--- config.mk ---
export PLATFORM = sky130hd
export DESIGN_NAME = cfc_converter_ctl
export DESIGN_NICKNAME = d
export VERILOG_FILES = /design/src/cfc_pkg.sv /design/src/cfc_seq_if.sv /design/src/cfc_scan_seq.sv /design/src/cfc_converter_ctl.sv
export SDC_FILE = /design/constraint.sdc
export NUM_CORES = 1
export LEC_CHECK = 0
export CORE_MARGIN = 2
export CORE_UTILIZATION = 55
export CTS_CLUSTER_DIAMETER = 80
export DETAILED_ROUTE_END_ITERATION = 7
export DONT_BUFFER_PORTS = 1
export HOLD_SLACK_MARGIN = 0.03
export PLACE_DENSITY = 0.75
export SETUP_SLACK_MARGIN = 0.05
export SLEW_MARGIN = 25
export SYNTH_ARGS = -nofsm -noshare
export SYNTH_HDL_FRONTEND = slang
export SYNTH_SLANG_ARGS = --single-unit
--- constraint.sdc ---
create_clock -name clk -period 2.8 [get_ports clk]
set_clock_uncertainty 0.1 [all_clocks]
set_input_delay 0.14 -clock clk [delete_from_list [all_inputs] [get_ports clk]]
set_output_delay 0.14 -clock clk [all_outputs]
set_load 0.005 [all_outputs]
--- src/cfc_pkg.sv ---
package cfc_pkg;
  // ==========================================================
  // Clock and register port
  // ==========================================================
  localparam int unsigned CLK_MHZ = 125;
  localparam int unsigned ADDR_W = 7;
  localparam int unsigned DATA_W = 16;
  localparam logic [6:0] CFG_ADDR = 7'h36;   // Converter configuration
  localparam logic [6:0] ENA_ADDR = 7'h37;   // Input channel enables
  localparam logic [6:0] SYNC_ADDR = 7'h3a;  // DAC update mode bits

  // ==========================================================
  // Configuration register fields
  // ==========================================================
  localparam int unsigned MODE_BIT = 13;
  localparam int unsigned TRIG_BIT = 12;
  localparam int unsigned LOAD_BIT = 11;
  localparam int unsigned RATE_LSB = 8;
  localparam int unsigned READY_BIT = 7;
  localparam logic [15:0] CFG_RESET = 16'h2000;
  localparam logic [15:0] CFG_RSVD_MASK = 16'hc47f;
  localparam logic [15:0] ENA_MASK = 16'h6de0;
  localparam logic [15:0] SYNC_MASK = 16'h000f;

  // ==========================================================
  // Channel counts and enable bit positions
  // ==========================================================
  localparam int unsigned NUM_CH = 8;
  localparam int unsigned NUM_DAC = 4;
  localparam logic [3:0] ENA_POS [8] = '{4'he, 4'hd, 4'hb, 4'ha, 4'h8, 4'h7, 4'h6, 4'h5};
  localparam logic [3:0] LAST_IDX = 4'h8;

  // ==========================================================
  // Timing: one sample slot at the fastest rate (500 kSPS)
  // ==========================================================
  localparam int unsigned SAMPLE_NS = 2000;
  localparam logic [11:0] SAMPLE_CYC = 12'(SAMPLE_NS * CLK_MHZ / 1000);

  // Sequencer states
  typedef enum logic {SEQ_IDLE, SEQ_SCAN} cfc_seq_state_t;

  // Slot length in cycles for a rate code; each step halves the rate
  function automatic logic [11:0] cfc_period_cyc(input logic [1:0] rate);
    return SAMPLE_CYC << rate;
  endfunction

  // Gather the eight enable bits out of the enable register image
  function automatic logic [7:0] cfc_enables(input logic [15:0] img);
    logic [7:0] en;
    en = 8'h00;
    for (int i = 0; i < NUM_CH; i++)
    begin
      en[i] = img[ENA_POS[i]];
    end
    return en;
  endfunction
endpackage

--- src/cfc_seq_if.sv ---
interface cfc_seq_if;
  import cfc_pkg::*;
  logic start;          // Begin one conversion cycle
  logic [1:0] rate;     // Rate code for this cycle
  logic [7:0] enables;  // Inputs to visit
  logic busy;           // Cycle in progress
  logic done;           // Cycle finished, one pulse
  logic sampleStb;      // Take a sample now, one pulse
  logic [2:0] chanSel;  // Input being sampled
  modport seq (input start, rate, enables, output busy, done, sampleStb, chanSel);
  modport ctl (output start, rate, enables, input busy, done, sampleStb, chanSel);
endinterface

--- src/cfc_scan_seq.sv ---
module cfc_scan_seq
  import cfc_pkg::*;
(
  // Clock and reset
  input wire logic clk,
  input wire logic rst,
  // Control side
  cfc_seq_if.seq sq
);
  // ==========================================================
  // State
  // ==========================================================
  cfc_seq_state_t state_r;    // Idle or scanning
  logic [3:0] idx_r;          // Next input to consider
  logic [11:0] waitCnt_r;     // Cycles left in current slot
  logic [7:0] enLat_r;        // Enables frozen for the cycle
  logic [1:0] rateLat_r;      // Rate frozen for the cycle
  logic done_r;
  logic sample_r;
  logic [2:0] chan_r;
  logic slotEnd;

  assign slotEnd = (waitCnt_r == 12'h000);
  assign sq.busy = (state_r != SEQ_IDLE);
  assign sq.done = done_r;
  assign sq.sampleStb = sample_r;
  assign sq.chanSel = chan_r;

  // Walk the inputs; disabled ones cost one cycle, enabled ones a slot
  always_ff @(posedge clk)
  begin
    if (rst)
    begin
      state_r <= SEQ_IDLE;
      idx_r <= 4'h0;
      waitCnt_r <= 12'h000;
      enLat_r <= 8'h00;
      rateLat_r <= 2'h0;
      done_r <= 1'b0;
      sample_r <= 1'b0;
      chan_r <= 3'h0;
    end
    else
    begin
      done_r <= 1'b0;
      sample_r <= 1'b0;
      case (state_r)
        SEQ_IDLE:
        begin
          // Settings are frozen so a mid-cycle write cannot tear a scan
          if (sq.start)
          begin
            state_r <= SEQ_SCAN;
            idx_r <= 4'h0;
            waitCnt_r <= 12'h000;
            enLat_r <= sq.enables;
            rateLat_r <= sq.rate;
          end
        end
        SEQ_SCAN:
        begin
          if (!slotEnd)
          begin
            waitCnt_r <= waitCnt_r - 12'h001;
          end
          else if (idx_r == LAST_IDX)
          begin
            state_r <= SEQ_IDLE;
            done_r <= 1'b1;
          end
          else if (enLat_r[idx_r[2:0]])
          begin
            // Enabled input: sample and hold the slot
            sample_r <= 1'b1;
            chan_r <= idx_r[2:0];
            waitCnt_r <= cfc_period_cyc(rateLat_r) - 12'h001;
            idx_r <= idx_r + 4'h1;
          end
          else
          begin
            // Disabled input is skipped
            idx_r <= idx_r + 4'h1;
          end
        end
        default:
        begin
          state_r <= SEQ_IDLE;
        end
      endcase
    end
  end

  // ==========================================================
  // Checks
  // ==========================================================
  logic [11:0] gapCnt_r;   // Cycles since the last sample in this scan
  logic gapValid_r;        // A sample was taken earlier in this scan
  always_ff @(posedge clk)
  begin
    if (rst || sq.start || sq.done)
    begin
      gapCnt_r <= 12'h000;
      gapValid_r <= 1'b0;
    end
    else if (sample_r)
    begin
      gapCnt_r <= 12'h001;
      gapValid_r <= 1'b1;
    end
    else if (gapCnt_r != 12'hfff)
    begin
      gapCnt_r <= gapCnt_r + 12'h001;
    end
  end
endmodule

--- src/cfc_converter_ctl.sv ---
// Notes on behaviour
// - Bit 13 picks automatic or direct conversion.
// - Bit 12 starts a cycle, clears itself.
// - Bit 11 loads synchronous DAC channels only.
// - Load updates only channels accessed since last.
// - Bits 9:8 set rate 500/250/125/62.5 kSPS.
// - Bit 7 reads one after direct cycle completes.
// - Completion flag zero while running or automatic.
// - Result read or new start clears completion.
// - Configuration register resets to 0x2000.
// - Per-channel bit picks synchronous or direct update.
// - Conversion samples only enabled analog inputs.
module cfc_converter_ctl
  import cfc_pkg::*;
(
  // Clock and reset
  input wire logic clk,
  input wire logic rst,
  // Register access from the serial front end
  input wire logic regWrite,
  input wire logic regRead,
  input wire logic [6:0] regAddr,
  input wire logic [15:0] regWdata,
  output logic [15:0] regRdata,
  output logic regRdValid,
  // Host access events on other registers
  input wire logic [3:0] dacDataAccess,
  input wire logic adcResultRead,
  // Converter core controls
  output logic [3:0] dacUpdate,
  output logic adcSampleStb,
  output logic [2:0] adcChannel,
  output logic adcCycleDone
);
  // ==========================================================
  // Register state
  // ==========================================================
  logic mode_r;          // One for automatic conversion
  logic trig_r;          // Pending direct trigger
  logic [1:0] rate_r;    // Conversion rate code
  logic ready_r;         // Direct-mode completion flag
  logic [15:0] ena_r;    // Input channel enable image
  logic [3:0] sync_r;    // One for synchronous DAC update
  logic [3:0] pending_r; // DAC data accessed since last load
  logic [3:0] dacUpd_r;
  logic [15:0] rdata_r;
  logic rdValid_r;
  logic [15:0] cfgView;  // Configuration as software reads it
  logic cfgWr;
  logic loadStb;
  logic asyncHit;

  cfc_seq_if sq ();

  // ==========================================================
  // Sequencer
  // ==========================================================
  cfc_scan_seq u_seq (
    .clk(clk),
    .rst(rst),
    .sq(sq.seq)
  );

  // Automatic mode restarts whenever idle; direct mode waits for a trigger
  assign sq.start = !sq.busy && (mode_r || trig_r);
  assign sq.rate = rate_r;
  assign sq.enables = cfc_enables(ena_r);

  assign cfgWr = regWrite && (regAddr == CFG_ADDR);
  assign loadStb = cfgWr && regWdata[LOAD_BIT];
  assign asyncHit = |(dacDataAccess & ~sync_r);

  // Load bit and reserved bits never read back as one
  always_comb
  begin
    cfgView = 16'h0000;
    cfgView[MODE_BIT] = mode_r;
    cfgView[TRIG_BIT] = trig_r;
    cfgView[RATE_LSB +: 2] = rate_r;
    cfgView[READY_BIT] = ready_r;
  end

  // ==========================================================
  // Configuration register
  // ==========================================================
  // Mode and rate are plain storage
  always_ff @(posedge clk)
  begin
    if (rst)
    begin
      mode_r <= CFG_RESET[MODE_BIT];
      rate_r <= CFG_RESET[RATE_LSB +: 2];
    end
    else if (cfgWr)
    begin
      mode_r <= regWdata[MODE_BIT];
      rate_r <= regWdata[RATE_LSB +: 2];
    end
  end

  // Trigger clears once the sequencer takes it; a fresh write wins
  always_ff @(posedge clk)
  begin
    if (rst)
    begin
      trig_r <= CFG_RESET[TRIG_BIT];
    end
    else if (cfgWr && regWdata[TRIG_BIT])
    begin
      trig_r <= 1'b1;
    end
    else if (sq.start)
    begin
      trig_r <= 1'b0;
    end
  end

  // Completion flag: completion set wins over a same-cycle result read,
  // but a start in the done cycle keeps it low because a new cycle runs
  always_ff @(posedge clk)
  begin
    if (rst)
    begin
      ready_r <= CFG_RESET[READY_BIT];
    end
    else if (mode_r || (cfgWr && regWdata[MODE_BIT]))
    begin
      // Cleared as auto mode is written, so it never reads one there
      ready_r <= 1'b0;
    end
    else if (sq.done && !sq.start)
    begin
      ready_r <= 1'b1;
    end
    else if (adcResultRead || sq.start)
    begin
      ready_r <= 1'b0;
    end
  end

  // ==========================================================
  // Neighbour registers steering this block
  // ==========================================================
  always_ff @(posedge clk)
  begin
    if (rst)
    begin
      ena_r <= 16'h0000;
      sync_r <= 4'h0;
    end
    else if (regWrite)
    begin
      // Reserved bits are dropped so they always read zero
      if (regAddr == ENA_ADDR)
      begin
        ena_r <= regWdata & ENA_MASK;
      end
      if (regAddr == SYNC_ADDR)
      begin
        sync_r <= regWdata[3:0] & SYNC_MASK[3:0];
      end
    end
  end

  // ==========================================================
  // DAC update strobes
  // ==========================================================
  // Pending marks only synchronous channels; an access in the load cycle
  // stays pending for the next load so it is never lost
  always_ff @(posedge clk)
  begin
    if (rst)
    begin
      pending_r <= 4'h0;
    end
    else
    begin
      pending_r <= ((pending_r & ~({4{loadStb}})) | dacDataAccess) & sync_r;
    end
  end

  // Direct channels follow each access; synchronous ones wait for load
  always_ff @(posedge clk)
  begin
    if (rst)
    begin
      dacUpd_r <= 4'h0;
    end
    else
    begin
      dacUpd_r <= (dacDataAccess & ~sync_r)
                | (pending_r & sync_r & {4{loadStb}});
    end
  end

  // ==========================================================
  // Read port: data one cycle after the read request
  // ==========================================================
  always_ff @(posedge clk)
  begin
    if (rst)
    begin
      rdata_r <= 16'h0000;
      rdValid_r <= 1'b0;
    end
    else
    begin
      rdValid_r <= regRead;
      if (regRead)
      begin
        case (regAddr)
          CFG_ADDR: rdata_r <= cfgView;
          ENA_ADDR: rdata_r <= ena_r;
          SYNC_ADDR: rdata_r <= {12'h000, sync_r};
          default: rdata_r <= 16'h0000;
        endcase
      end
    end
  end

  assign regRdata = rdata_r;
  assign regRdValid = rdValid_r;
  assign dacUpdate = dacUpd_r;
  assign adcSampleStb = sq.sampleStb;
  assign adcChannel = sq.chanSel;
  assign adcCycleDone = sq.done;
endmodule

# Yosys cells after proc, flatten, opt, wreduce, memory -nomap -nowiden
# Cells that the tools add are included.
dict set report op_classes {
  n_addsub 3
  n_lt_le_gt_ge 1
  eq_ne 9
  shifts 1
  n_mux 22
  n_bitwise 12
  n_reduce_logical 23
}
# operator count
set op_table {}
lappend op_table {{12-bit 2-to-1 mux} 4}
lappend op_table {{15-bit case mux with 3 select lines} 1}
lappend op_table {{12-bit case mux with 2 select lines} 1}
lappend op_table {{12-bit by 1-bit subtractor with 12-bit output, second input constant} 2}
lappend op_table {{7-bit by 6-bit equality test with 1-bit output, second input constant} 3}
lappend op_table {{4-bit AND} 5}
lappend op_table {{12-bit logical NOT} 1}
lappend op_table {{4-bit 2-to-1 mux} 3}
lappend op_table {{8-bit by 2-bit left shift with 12-bit output, first input constant} 1}
lappend op_table {{1-bit 2-to-1 mux} 10}
lappend op_table {{4-bit inverter} 2}
lappend op_table {{4-bit bitwise OR} 2}
lappend op_table {{4-bit case mux with 2 select lines} 1}
lappend op_table {{1-bit logical AND} 6}
lappend op_table {{2-bit inequality test, second input constant} 3}
lappend op_table {{3-bit inequality test, second input constant} 2}
lappend op_table {{2-bit AND reduction} 3}
lappend op_table {{3-bit AND reduction} 2}
lappend op_table {{4-bit by 1-bit adder with 4-bit output, second input constant} 1}
lappend op_table {{4-bit equality test, second input constant} 1}
lappend op_table {{3-bit by 4-bit < comparator with 1-bit output, second input constant} 1}
lappend op_table {{4-bit AND reduction} 1}
lappend op_table {{2-bit nonzero test} 2}
lappend op_table {{4-bit OR reduction} 1}
lappend op_table {{other kinds (7)} 12}
dict set report word_totals {
  register_bits 74
}

# Logic depth before layout (Yosys ltp)
# Gate-level depths: netlist of the first run.
dict set report depth {
  word_depth 7
  ltp_mapped 9
  depth_no_buf 9
}

# Hierarchy
# From an unflattened synthesis of the first run, not the netlist that was laid out.
dict set report hier_totals {
  hier_cells 389
  area_unflattened_um2 3425.8
}
# module instances cells_per_inst area_per_inst_um2 seq_area_each_um2
set modules_own_cells {}
lappend modules_own_cells {cfc_converter_ctl 1 189 1754.2 800.8}
lappend modules_own_cells {cfc_scan_seq 1 200 1671.6 640.6}

# Worst setup path before layout of the first run
# OpenSTA, ideal clock, no wires.
dict set report synth_timing {
  path_kind {reg-to-reg}
  startpoint {register u_seq.waitCnt_r[4]}
  endpoint {register u_seq.waitCnt_r[8]}
  setup_time_ps 123
  arrival_ps 2250
  required_ps 2577
  slack_ps 327
  path_stages_with_launch 10
  period_less_slack_ps 2473
  cell_sequence {dfxtp_1 nor2_1 and4_1 a21oi_1 ha_1 nor3b_1 nand2_1 or4b_2 nand3_1 a21oi_1}
}
dict set report synth_via {
  elab_chain_cells 3
}
# item line
set synth_rtl {}
lappend synth_rtl {{start: declaration} cfc_scan_seq.sv:15} ;# logic [11:0] waitCnt_r;
lappend synth_rtl {{start signal: assignment} cfc_scan_seq.sv:64} ;# waitCnt_r <= waitCnt_r - 12'h001;
lappend synth_rtl {{start signal: assignment} cfc_scan_seq.sv:76} ;# waitCnt_r <= cfc_period_cyc(rateLat_r) - 12'h001;
lappend synth_rtl {{12-bit by 1-bit subtractor with 12-bit output / 12-bit logical NOT (equally long branches)} {cfc_scan_seq.sv:64, cfc_scan_seq.sv:23}}
lappend synth_rtl {{12-bit 2-to-1 mux / 3-bit inequality test (equally long branches)} --}
lappend synth_rtl {{12-bit case mux with 2 select lines / 3-bit AND reduction (equally long branches)} --}
# Parallel ways exist; a longest one is shown, timed or not.
# A chain may end at the register's enable or synchronous reset.

# Worst setup path in the final report of the first run
dict set report layout_timing {
  startpoint {input port regAddr[0]}
  endpoint {register sync_r[2]}
}
dict set report layout_via {
  elab_chain_cells 2
}
# item line
set layout_rtl {}
lappend layout_rtl {{start: declaration} cfc_converter_ctl.sv:22} ;# input wire logic [6:0] regAddr,
lappend layout_rtl {{7-bit by 6-bit equality test with 1-bit output} cfc_converter_ctl.sv:158} ;# if (regAddr == SYNC_ADDR)
lappend layout_rtl {{2-bit AND reduction (no line)} --}
lappend layout_rtl {{end signal: assignment} cfc_converter_ctl.sv:160} ;# sync_r <= regWdata[3:0] & SYNC_MASK[3:0];
lappend layout_rtl {{end: declaration} cfc_converter_ctl.sv:43} ;# logic [3:0] sync_r;
# Every way passes these cells.

==> qor.txt, run 1 <==
outcome: complete, no violations
Critical Path Source Type: primary input
sequential fraction of the synthesis area: 0.449
antenna violations before repair: 0
post-layout worst setup margin: 0.161 ns
CTS tree: yes
Clk Latency, worst-skew pair: 0.35 ns
crit path max fanout: 7
ys flop type: dfxtp_1
first-pass GRT wire length: 13,900 um
data arrival time of the critical path: 2.83 ns
commonest non-fill, non-tap cell in the layout: dfxtp_1
H-tree levels: 3
clock buffer depth: 2
count of flip-flops with a built-in enable after synthesis: 0
dpl cell area: 3330 um^2
total chip power: 3570 uW
Clock Sinks: 72
routability cong.: 0.932
GRT Total Usage: 0.279
dpl hpwl: 5440 um
area of the die: 6470 um^2
Die Y-Extent: 80.4 um
RSZ-0062 raised after global routing: no
area of the core: 5570 um^2
1st-iter DRT viols: 294
post-synthesis cell count: 391
CP Capture Type: register
Avg Synthesized Cell Area: 8.22 um^2
CP max-delay cell: dlygate4sd3_1
synthesized area: 3210 um^2
Final setup viols: 0
DRT antenna net count: 0
Hold Path Class: in -> reg
fmax: 379 MHz
final WL: 8580 um
antenna cells: 0
post-route setup TNS: 0 ns
Yosys reg bits: 72
Synth area leader: dfxtp_1
Setup Buffers After CTS: 0
main area contributors after synthesis: dfxtp_1 (45%), a21oi_1 (8.9%), nand2_1 (5.5%)
Boundary Pins: 58
Slew headroom: 0.447
final slew viol count: 0
Multi-input gate area: 1650 um^2
cell row count: 27
Max VDD drop: 0.614 mV
Final Cell Area: 4010 um^2
Final #Nets: 474
min Tclk post-route: 2.64 ns
number of port buffers: 0
Yosys top cell area share: 0.449
pwr dens: 891 nW/um^2
CP max stage delay: 0.61 ns
TritonRoute pass-1 iters: 5
actual slew at the worst max-slew pin: 0.827 ns
Root Buffer Master: clkbuf_8
kind of critical path: in -> reg
Syn-to-layout area delta: 24.9%
Via density: 6.06
Worst Path Required: 2.99 ns
cts bufs inserted: 9
Hold Vio Cnt, Final: 0
Final period util: 0.942
layout cells sized above 1: 0.0993
Yosys cell types: 51
largest net degree at the start of global routing: 61
final core utilization: 0.720
most frequent cells in the layout: dfxtp_1 (72), a21oi_1 (57), nand2_1 (47)
register area: 1440 um^2
starting density of the core: 0.576
CTS clk-pin slew, worst paths: 0.08 ns
DRC Markers: 0
Die W: 80.4 um
number of global-route vias before repair: 2,944
CP Cell Sequence: dlygate4sd3_1, nor4b_2, nand3_1, dlygate4sd3_1, a21oi_1, dlygate4sd3_1
wire per inst: 16.7 um
total congestion overflow: 0
Yosys warnings: 0
max cap viols: 0
ys async rst share: 0
Setup WS pre-CTS: 0.274 ns
via count: 3,122
fillers: 418
Lkg Pwr: 0.00138 uW
most used cell, CP: dlygate4sd3_1
[synth_stat cells (4+ instances only)]
library cell and count:
a211oi_1 5, a21oi_1 57, clkbuf_1 15, dfxtp_1 72
inv_1 13, mux2_2 4, mux2i_1 6, nand2_1 47
nand2b_1 19, nand3_1 35, nand4_1 6, nor2_1 21
nor3_1 12, nor3b_1 7, nor4_1 4, o21ai_0 10
o22ai_1 4
[critical path: cells and delay by family]
kind	cells	cell delay, ns
simple gates	2	0.73
buf+inv	3	1.74
compound gates	1	0.22
[repair_timing]
item | CTS | global route
resized for setup | 0 | 1
endpoints found under the hold margin | 63 | 0
hold buffers | 43 | 0
setup endpoints to repair | 0 | 1
[area by class of cell]
type,instances,share of cell area
clock buffer,10,0.0318
clock inverter,5,0.0265
inverter,13,0.0122
multi-input combinational,287,0.412
sequential,72,0.359
tap,72,0.0225
timing repair buffer,56,0.136
[where the power goes]
group          internal [uW]  switching, uW  leakage (uW)
combinational            636            770      0.000683
sequential              1100           92.5      0.000583
clock                    589            388      0.000113
total                   2320           1250       0.00138
[cell families (layout without fill, tap and decap cells)]
family                     after synthesis  in the layout  synth area share
and+or+nand+nor                        176            176             0.292
AOI/OAI and AO/OA                       95             95             0.170
xor gates and xnor gates                 1              1           0.00273
adders and majority gates                3              3            0.0117
other                                    1              2           0.00117
DFF                                     72             72             0.449
buffers and inverters                   33             84            0.0413
muxes                                   10             10            0.0327
[metrics by stage]
step / hold slack [ns] / cells
6_report: 0.0576 / 515
5_1_grt: 0.0664 / 515
4_1_cts: 0.0451 / 515
3_5_place_dp: 0.122 / 457
3_3_place_gp: 0.122 / 457
2_1_floorplan: 0.180 / 392
[sequential cells by signal, summed over array words and instances, names as in the netlist, 2 cells and up]
name              flops
regRdata             14
u_seq.waitCnt_r      12
ena_r                 8
u_seq.enLat_r         8
dacUpdate             4
pending_r             4
sync_r                4
u_seq.idx_r           4
u_seq.sq.chanSel      3
rate_r                2
u_seq.rateLat_r       2
[per-layer routing]
metal | GRT usage | vias up | wire length [um]
met5 | 0 | - | 0
met2 | 0.460 | 116 | 4090
met1 | 0.358 | 1487 | 3860
li1 | - | 1502 | -
met4 | 0.105 | 0 | 141
met3 | 0.0562 | 17 | 478
[worst paths after layout]
kind / start / endpoint / slack [ns] / cells after the start
worst min-delay path: regAddr[0] / trig_r / 0.06 / 4
worst max register to register: u_seq.waitCnt_r[3] / u_seq.waitCnt_r[8] / 0.30 / 9
worst max-delay path: regAddr[0] / sync_r[2] / 0.16 / 6
worst min register to register: u_seq.enLat_r[5] / u_seq.enLat_r[5] / 0.36 / 2
(Power assumes the default switching activity.)
==> inputs of run 2 (changes only) <==
- ABC_AREA: not set -> 1
==> run 2 against run 1 <==
Net effect:
- sequential share of layout area increased by 1.7 points
- combinational power increased by 21%
- clock power decreased by 16%
- power increased by 4.2%
==> qor.txt, run 2 <==
Yosys warnings: 0 (unchanged)
starting density of the core: 0.578 (was 0.576)
Root Buffer Master: clkbuf_8 (unchanged)
Syn-to-layout area delta: 18.0% (was 24.9%)
min Tclk post-route: 2.50 ns (was 2.64 ns)
CTS clk-pin slew, worst paths: 0.08 ns (about the same)
Multi-input gate area: 1520 um^2 (was 1650 um^2)
Logic pwr share: 0.459 (was 0.393)
wire per inst: 14.2 um (was 16.7 um)
count of flip-flops with a built-in enable after synthesis: 0 (unchanged)
synthesized area: 3240 um^2 (was 3210 um^2)
DRC Markers: 0 (unchanged)
CP Cell Sequence: inv_2, ha_1, nand3_1, nor2_2, o21ai_2, nand2_4, nor2_4, nand2_1, a21oi_1, dlygate4sd3_1 (was dlygate4sd3_1, nor4b_2, nand3_1, dlygate4sd3_1, a21oi_1, dlygate4sd3_1)
Non-Filler Instances: 553 (was 515)
Yosys top cell area share: 0.444 (was 0.449)
Hold Path Class: in -> reg (unchanged)
dpl cell area: 3260 um^2 (was 3330 um^2)
final WL: 7870 um (was 8580 um)
P_sw: 1590 uW (was 1250 uW)
Slew headroom: 0.397 (was 0.447)
Yosys cell types: 33 (was 51)
post-route setup TNS: 0 ns (unchanged)
Hold Slack: 0.0744 ns (was 0.0576 ns)
sequential fraction of the synthesis area: 0.444 (was 0.449)
GRT Total Usage: 0.264 (was 0.279)
register area: 1440 um^2 (unchanged)
total congestion overflow: 0 (unchanged)
antenna cells: 0 (unchanged)
pwr dens: 973 nW/um^2 (was 891 nW/um^2)
Max VDD drop: 0.561 mV (was 0.614 mV)
post-synthesis simple-gate area fraction: 0.262 (was 0.292)
CP delay by family, top: buffers and inverters (unchanged)
commonest non-fill, non-tap cell in the layout: nand2_1 (was dfxtp_1)
Flop pwr share: 0.320 (was 0.334)
largest net degree at the start of global routing: 38 (was 61)
CP Capture Type: register (unchanged)
internal power: 2140 uW (was 2320 uW)
Adder-Cell Fraction of Synth Area: 0.0116 (was 0.0117)
Clock Sinks: 72 (unchanged)
Boundary Pins: 58 (unchanged)
fillers: 461 (was 418)
fmax: 400 MHz (was 379 MHz)
ys flop type: dfxtp_1 (unchanged)
CP max stage delay: 0.56 ns (was 0.61 ns)
Worst Path Required: 2.99 ns (about the same)
Switching Fraction: 0.426 (was 0.350)
Die Y-Extent: 80.8 um (was 80.4 um)
Largest register FFs: 14 (unchanged)
Yosys reg bits: 72 (unchanged)
1st-iter DRT viols: 260 (was 294)
Final setup viols: 0 (unchanged)
most frequent cells in the layout: nand2_1 (85), dfxtp_1 (72), a21oi_1 (61) (was dfxtp_1 (72), a21oi_1 (57), nand2_1 (47))
crit path max fanout: 13 (was 7)
clock buffer depth: 2 (unchanged)
first-pass GRT wire length: 13,100 um (was 13,900 um)
CP max-delay cell: dlygate4sd3_1 (unchanged)
Via density: 5.39 (was 6.06)
crit path launch: u_seq.idx_r[0] (was regAddr[0])
cts bufs inserted: 9 (unchanged)
mux cell area share after synthesis: 0 (was 0.0327)
via count: 2,979 (was 3,122)
count leader, synth: nand2_1 (was dfxtp_1)
data arrival time of the critical path: 2.69 ns (was 2.83 ns)
number of global-route vias before repair: 2,744 (was 2,944)
routability cong.: 0.880 (was 0.932)
clock power share: 0.221 (was 0.273)
DRT antenna net count: 0 (unchanged)
H-tree levels: 3 (unchanged)
main area contributors after synthesis: dfxtp_1 (44%), nand2_1 (9.8%), a21oi_1 (9.4%) (was dfxtp_1 (45%), a21oi_1 (8.9%), nand2_1 (5.5%))
Final #Nets: 513 (was 474)
final slew viol count: 0 (unchanged)
R2R Path Start: u_seq.idx_r[0] (was u_seq.waitCnt_r[3])
cell row count: 27 (unchanged)
number of port buffers: 0 (unchanged)
actual slew at the worst max-slew pin: 0.903 ns (was 0.827 ns)
Final Cell Area: 3830 um^2 (was 4010 um^2)
ys async rst share: 0 (unchanged)
Synth Area in XOR/XNOR: 0.00540 (was 0.00273)
antenna violations before repair: 0 (unchanged)
total chip power: 3730 uW (was 3570 uW)
outcome: complete, no violations (unchanged)
hold path start: regWdata[11] (was regAddr[0])
Post-synth top cells: nand2_1 (85), dfxtp_1 (72), a21oi_1 (61) (was dfxtp_1 (72), a21oi_1 (57), nand2_1 (47))
RSZ-0062 raised after global routing: no (unchanged)
post-synthesis cell count: 444 (was 391)
CTS tree: yes (unchanged)
Worst Path Buf+Inv: 2 (was 3)
kind of critical path: reg -> reg (was in -> reg)
TritonRoute pass-1 iters: 4 (was 5)
area of the core: 5610 um^2 (was 5570 um^2)
max cap viols: 0 (unchanged)
Die W: 80.8 um (was 80.4 um)
layout cells sized above 1: 0.0852 (was 0.0993)
Clk Latency, worst-skew pair: 0.35 ns (about the same)
Placed Cells: 502 (was 457)
Critical Path Source Type: register (was primary input)
dpl hpwl: 4950 um (was 5440 um)
Synth Area in Compound Gates: 0.186 (was 0.170)
Hold Vio Cnt, Final: 0 (unchanged)
worst reg-to-reg setup slack: 0.30 ns (about the same)
Lkg Pwr: 0.00153 uW (was 0.00138 uW)
area of the die: 6530 um^2 (was 6470 um^2)
Synth area leader: dfxtp_1 (unchanged)
largest family of logic cells by synthesized area: simple AND/OR/NAND/NOR gates (unchanged)
Avg Synthesized Cell Area: 7.30 um^2 (was 8.22 um^2)
Final period util: 0.893 (was 0.942)
-- run 2: kinds of logic after synthesis --
| kind of cell | Yosys count |
|---|---|
| buffers and inverters | 72 |
| DFF | 72 |
| AOI/OAI and AO/OA | 114 |
| other | 1 |
| adders and majority gates | 3 |
| and+or+nand+nor | 180 |
| xor gates and xnor gates | 2 |
-- run 2: worst paths after layout --
check	to	depth (start not counted)
max	u_seq.waitCnt_r[0]	10
min	pending_r[1]	3
max reg2reg	u_seq.waitCnt_r[0]	10
min reg2reg	u_seq.waitCnt_r[11]	2
-- run 2: final cells by class --
class,instances,area share
Clock buffer,11,0.0396
Clock inverter,3,0.0111
Inverter,57,0.0559
Multi-Input combinational cell,301,0.397
Sequential cell,72,0.377
Tap cell,72,0.0235
Timing Repair Buffer,37,0.0968
-- run 2: timing repair --
item / 4_1_cts / 5_1_grt
endpoints found under the hold margin: 57 / 0
setup endpoints to repair: 0 / 1
setup buffers: 0 / 4
hold buffers: 33 / 0
resized for setup: 0 / 1
-- run 2: stage by stage --
| step | worst slack, ns | util |
|---|---|---|
| floorplan | 1.02 | - |
| global route | 0.127 | 0.683 |
| detailed placement | 0.591 | 0.581 |
| finish | 0.299 | 0.683 |
| global placement | 0.639 | 0.581 |
| CTS | 0.101 | 0.676 |
-- run 2: worst min-delay path, cell delays in order --
cell,delay (ns)
nand2_1,0.13
a21oi_1,0.16
nor3_1,0.05
-- run 2: metal layers --
layer | routed length, um | GRT usage | share of wire
met1 | 3420 | 0.325 | 0.43
met2 | 3820 | 0.434 | 0.48
met3 | 580 | 0.103 | 0.074
met4 | 58 | 0.0695 | 0.0074
met5 | 0 | 0 | 0
-- run 2: power by group through the flow --
stage	clock network, uW	registers [uW]	logic [uW]
final	825	1190	1710
after global routing	882	1200	1940
after CTS	834	1190	1660
after detailed placement	0	1210	1600
after global placement	0	1210	1560
after floorplan	0	1190	1380
==> inputs of run 3 (changes only) <==
- CORE_ASPECT_RATIO: not set -> 1.2
- PLACE_DENSITY: 0.75 -> 0.78
- clock period: 2.8 -> 2.3 ns (I/O delays scaled with it)
==> run 3 against run 2 <==
Net effect:
- global-route usage rose by 0.77 points
- sequential share of layout area fell by 0.64 points
- power rose by 20%
==> qor.txt, run 3 (synthesized netlist as in run 2, its figures left out) <==
post-route setup TNS: 0 ns (unchanged)
antenna cells: 0 (unchanged)
Clk Latency, worst-skew pair: 0.36 ns (was 0.35 ns)
critical path depth in cells: 10 (unchanged)
Critical Path Source Type: primary input (was register)
Setup WS pre-CTS: 0.289 ns (was 0.591 ns)
hold path start: regWrite (was regWdata[11])
Lkg Pwr: 0.00155 uW (was 0.00153 uW)
Clock Sinks: 72 (unchanged)
Placed Cells: 513 (was 502)
worst reg-to-reg setup slack: 0.27 ns (was 0.30 ns)
clock buffer depth: 2 (unchanged)
Worst Path Buf+Inv: 3 (was 2)
most frequent cells in the layout: nand2_1 (85), dfxtp_1 (72), a21oi_1 (61) (unchanged)
Final period util: 0.899
routability cong.: 0.933 (was 0.880)
antenna violations before repair: 0 (unchanged)
area of the core: 5670 um^2 (was 5610 um^2)
Die W: 74.1 um (was 80.8 um)
Final #Nets: 518 (was 513)
commonest non-fill, non-tap cell in the layout: nand2_1 (unchanged)
Hold Path Class: in -> reg (unchanged)
cts bufs inserted: 9 (unchanged)
Largest register FFs: 14 (unchanged)
actual slew at the worst max-slew pin: 0.746 ns (was 0.903 ns)
TritonRoute pass-1 iters: 5 (was 4)
CP max-delay cell: dlygate4sd3_1 (unchanged)
H-tree levels: 3 (unchanged)
RSZ-0062 raised after global routing: no (unchanged)
kind of critical path: in -> reg (was reg -> reg)
starting density of the core: 0.572 (was 0.578)
largest net degree at the start of global routing: 34 (was 38)
number of port buffers: 0 (unchanged)
most used cell, CP: nand2_1
Die Y-Extent: 88.1 um (was 80.8 um)
min Tclk post-route: 2.07 ns
R2R Path Start: u_seq.idx_r[0] (unchanged)
Slew headroom: 0.501 (was 0.397)
GRT Total Usage: 0.272 (was 0.264)
max cap viols: 0 (unchanged)
Max VDD drop: 0.554 mV (was 0.561 mV)
Critical Path End: rate_r[1] (was u_seq.waitCnt_r[0])
cell row count: 30 (was 27)
CTS clk-pin slew, worst paths: 0.08 ns (about the same)
dpl hpwl: 4930 um (was 4950 um)
crit path launch: regAddr[5] (was u_seq.idx_r[0])
Worst Reg-to-Reg Cells: 10 (unchanged)
Final setup viols: 0 (unchanged)
Syn-to-layout area delta: 20.1% (was 18.0%)
total chip power: 4470 uW (was 3730 uW)
data arrival time of the critical path: 2.27 ns (was 2.69 ns)
FF-to-FF End: u_seq.waitCnt_r[7] (was u_seq.waitCnt_r[0])
CP Cell Sequence: nand2_1, nor2_1, nand3_1, nor2_4, nand2_1, inv_1, nand2_1, dlygate4sd3_1, a21oi_1, dlygate4sd3_1 (was inv_2, ha_1, nand3_1, nor2_2, o21ai_2, nand2_4, nor2_4, nand2_1, a21oi_1, dlygate4sd3_1)
DRT antenna net count: 0 (unchanged)
total congestion overflow: 0 (unchanged)
1st-iter DRT viols: 220 (was 260)
pwr dens: 1150 nW/um^2 (was 973 nW/um^2)
number of global-route vias before repair: 2,982 (was 2,744)
Non-Filler Instances: 567 (was 553)
fmax: 484 MHz
layout cells sized above 1: 0.0862 (was 0.0852)
final slew viol count: 0 (unchanged)
CP max stage delay: 0.56 ns (about the same)
Via density: 5.48 (was 5.39)
fillers: 437 (was 461)
area of the die: 6530 um^2 (about the same)
CP Capture Type: register (unchanged)
Worst Path Required: 2.50 ns (was 2.99 ns)
crit path max fanout: 5 (was 13)
outcome: complete, no violations (unchanged)
CTS tree: yes (unchanged)
Boundary Pins: 58 (unchanged)
first-pass GRT wire length: 13,500 um (was 13,100 um)
Hold Vio Cnt, Final: 0 (unchanged)
post-layout worst setup margin: 0.232 ns (was 0.299 ns)
wire per inst: 14.3 um (was 14.2 um)
DRC Markers: 0 (unchanged)
via count: 3,107 (was 2,979)
Hold Slack: 0.108 ns (was 0.0744 ns)
final WL: 8090 um (was 7870 um)
CP delay by family, top: buffers and inverters (unchanged)
Root Buffer Master: clkbuf_8 (unchanged)
[run 3: cell count changes in the layout (fill, tap and decap cells not counted), sizes merged]
cell         previous run  this run
clkbuf                 11        10
buf                     5         4
clkinvlp                1         3
dlygate4sd3            32        38
[run 3: cell type report]
cell class	count	area, um^2	share of cell area
clock buffers	10	138	0.0353
clock inverters	5	57.6	0.0148
inverters	57	214	0.0549
well taps	80	100	0.0257
flip-flops and latches	72	1440	0.370
multi-input cells	301	1520	0.390
repair buffers	42	423	0.109
[run 3: how the worst min path moves through the flow]
stage | endpoint | cells after the start
after floorplan | trig_r | 2
after global placement | ena_r[14] | 1
after detailed placement | ena_r[11] | 1
after CTS | ena_r[13] | 2
after global routing | regRdata[8] | 6
final | ena_r[13] | 2
[run 3: timing repair]
item | 4_1_cts | 5_1_grt
buffers inserted | 0 | 0
hold endpoints to repair | 57 | 0
setup endpoints to repair | 0 | 1
hold buffers | 39 | 0
resized for setup | 0 | 2
[run 3: through the flow]
| stage | util | cell area (um^2) |
|---|---|---|
| floorplan | - | 3250 |
| global placement | 0.581 | 3290 |
| detailed placement | 0.581 | 3290 |
| CTS | 0.686 | 3890 |
| global route | 0.687 | 3890 |
| finish | 0.687 | 3890 |
[run 3: power breakdown]
| part | switching, uW | internal [uW] |
|---|---|---|
| combinational | 1340 | 680 |
| sequential | 91.5 | 1360 |
| clock | 477 | 522 |
[run 3: layer usage]
metal,GRT usage,up-vias,wire [um]
met2,0.450,109,4020
li1,-,1536,-
met1,0.311,1430,3220
met4,0.131,0,354
met5,0,-,0
met3,0.0944,32,492
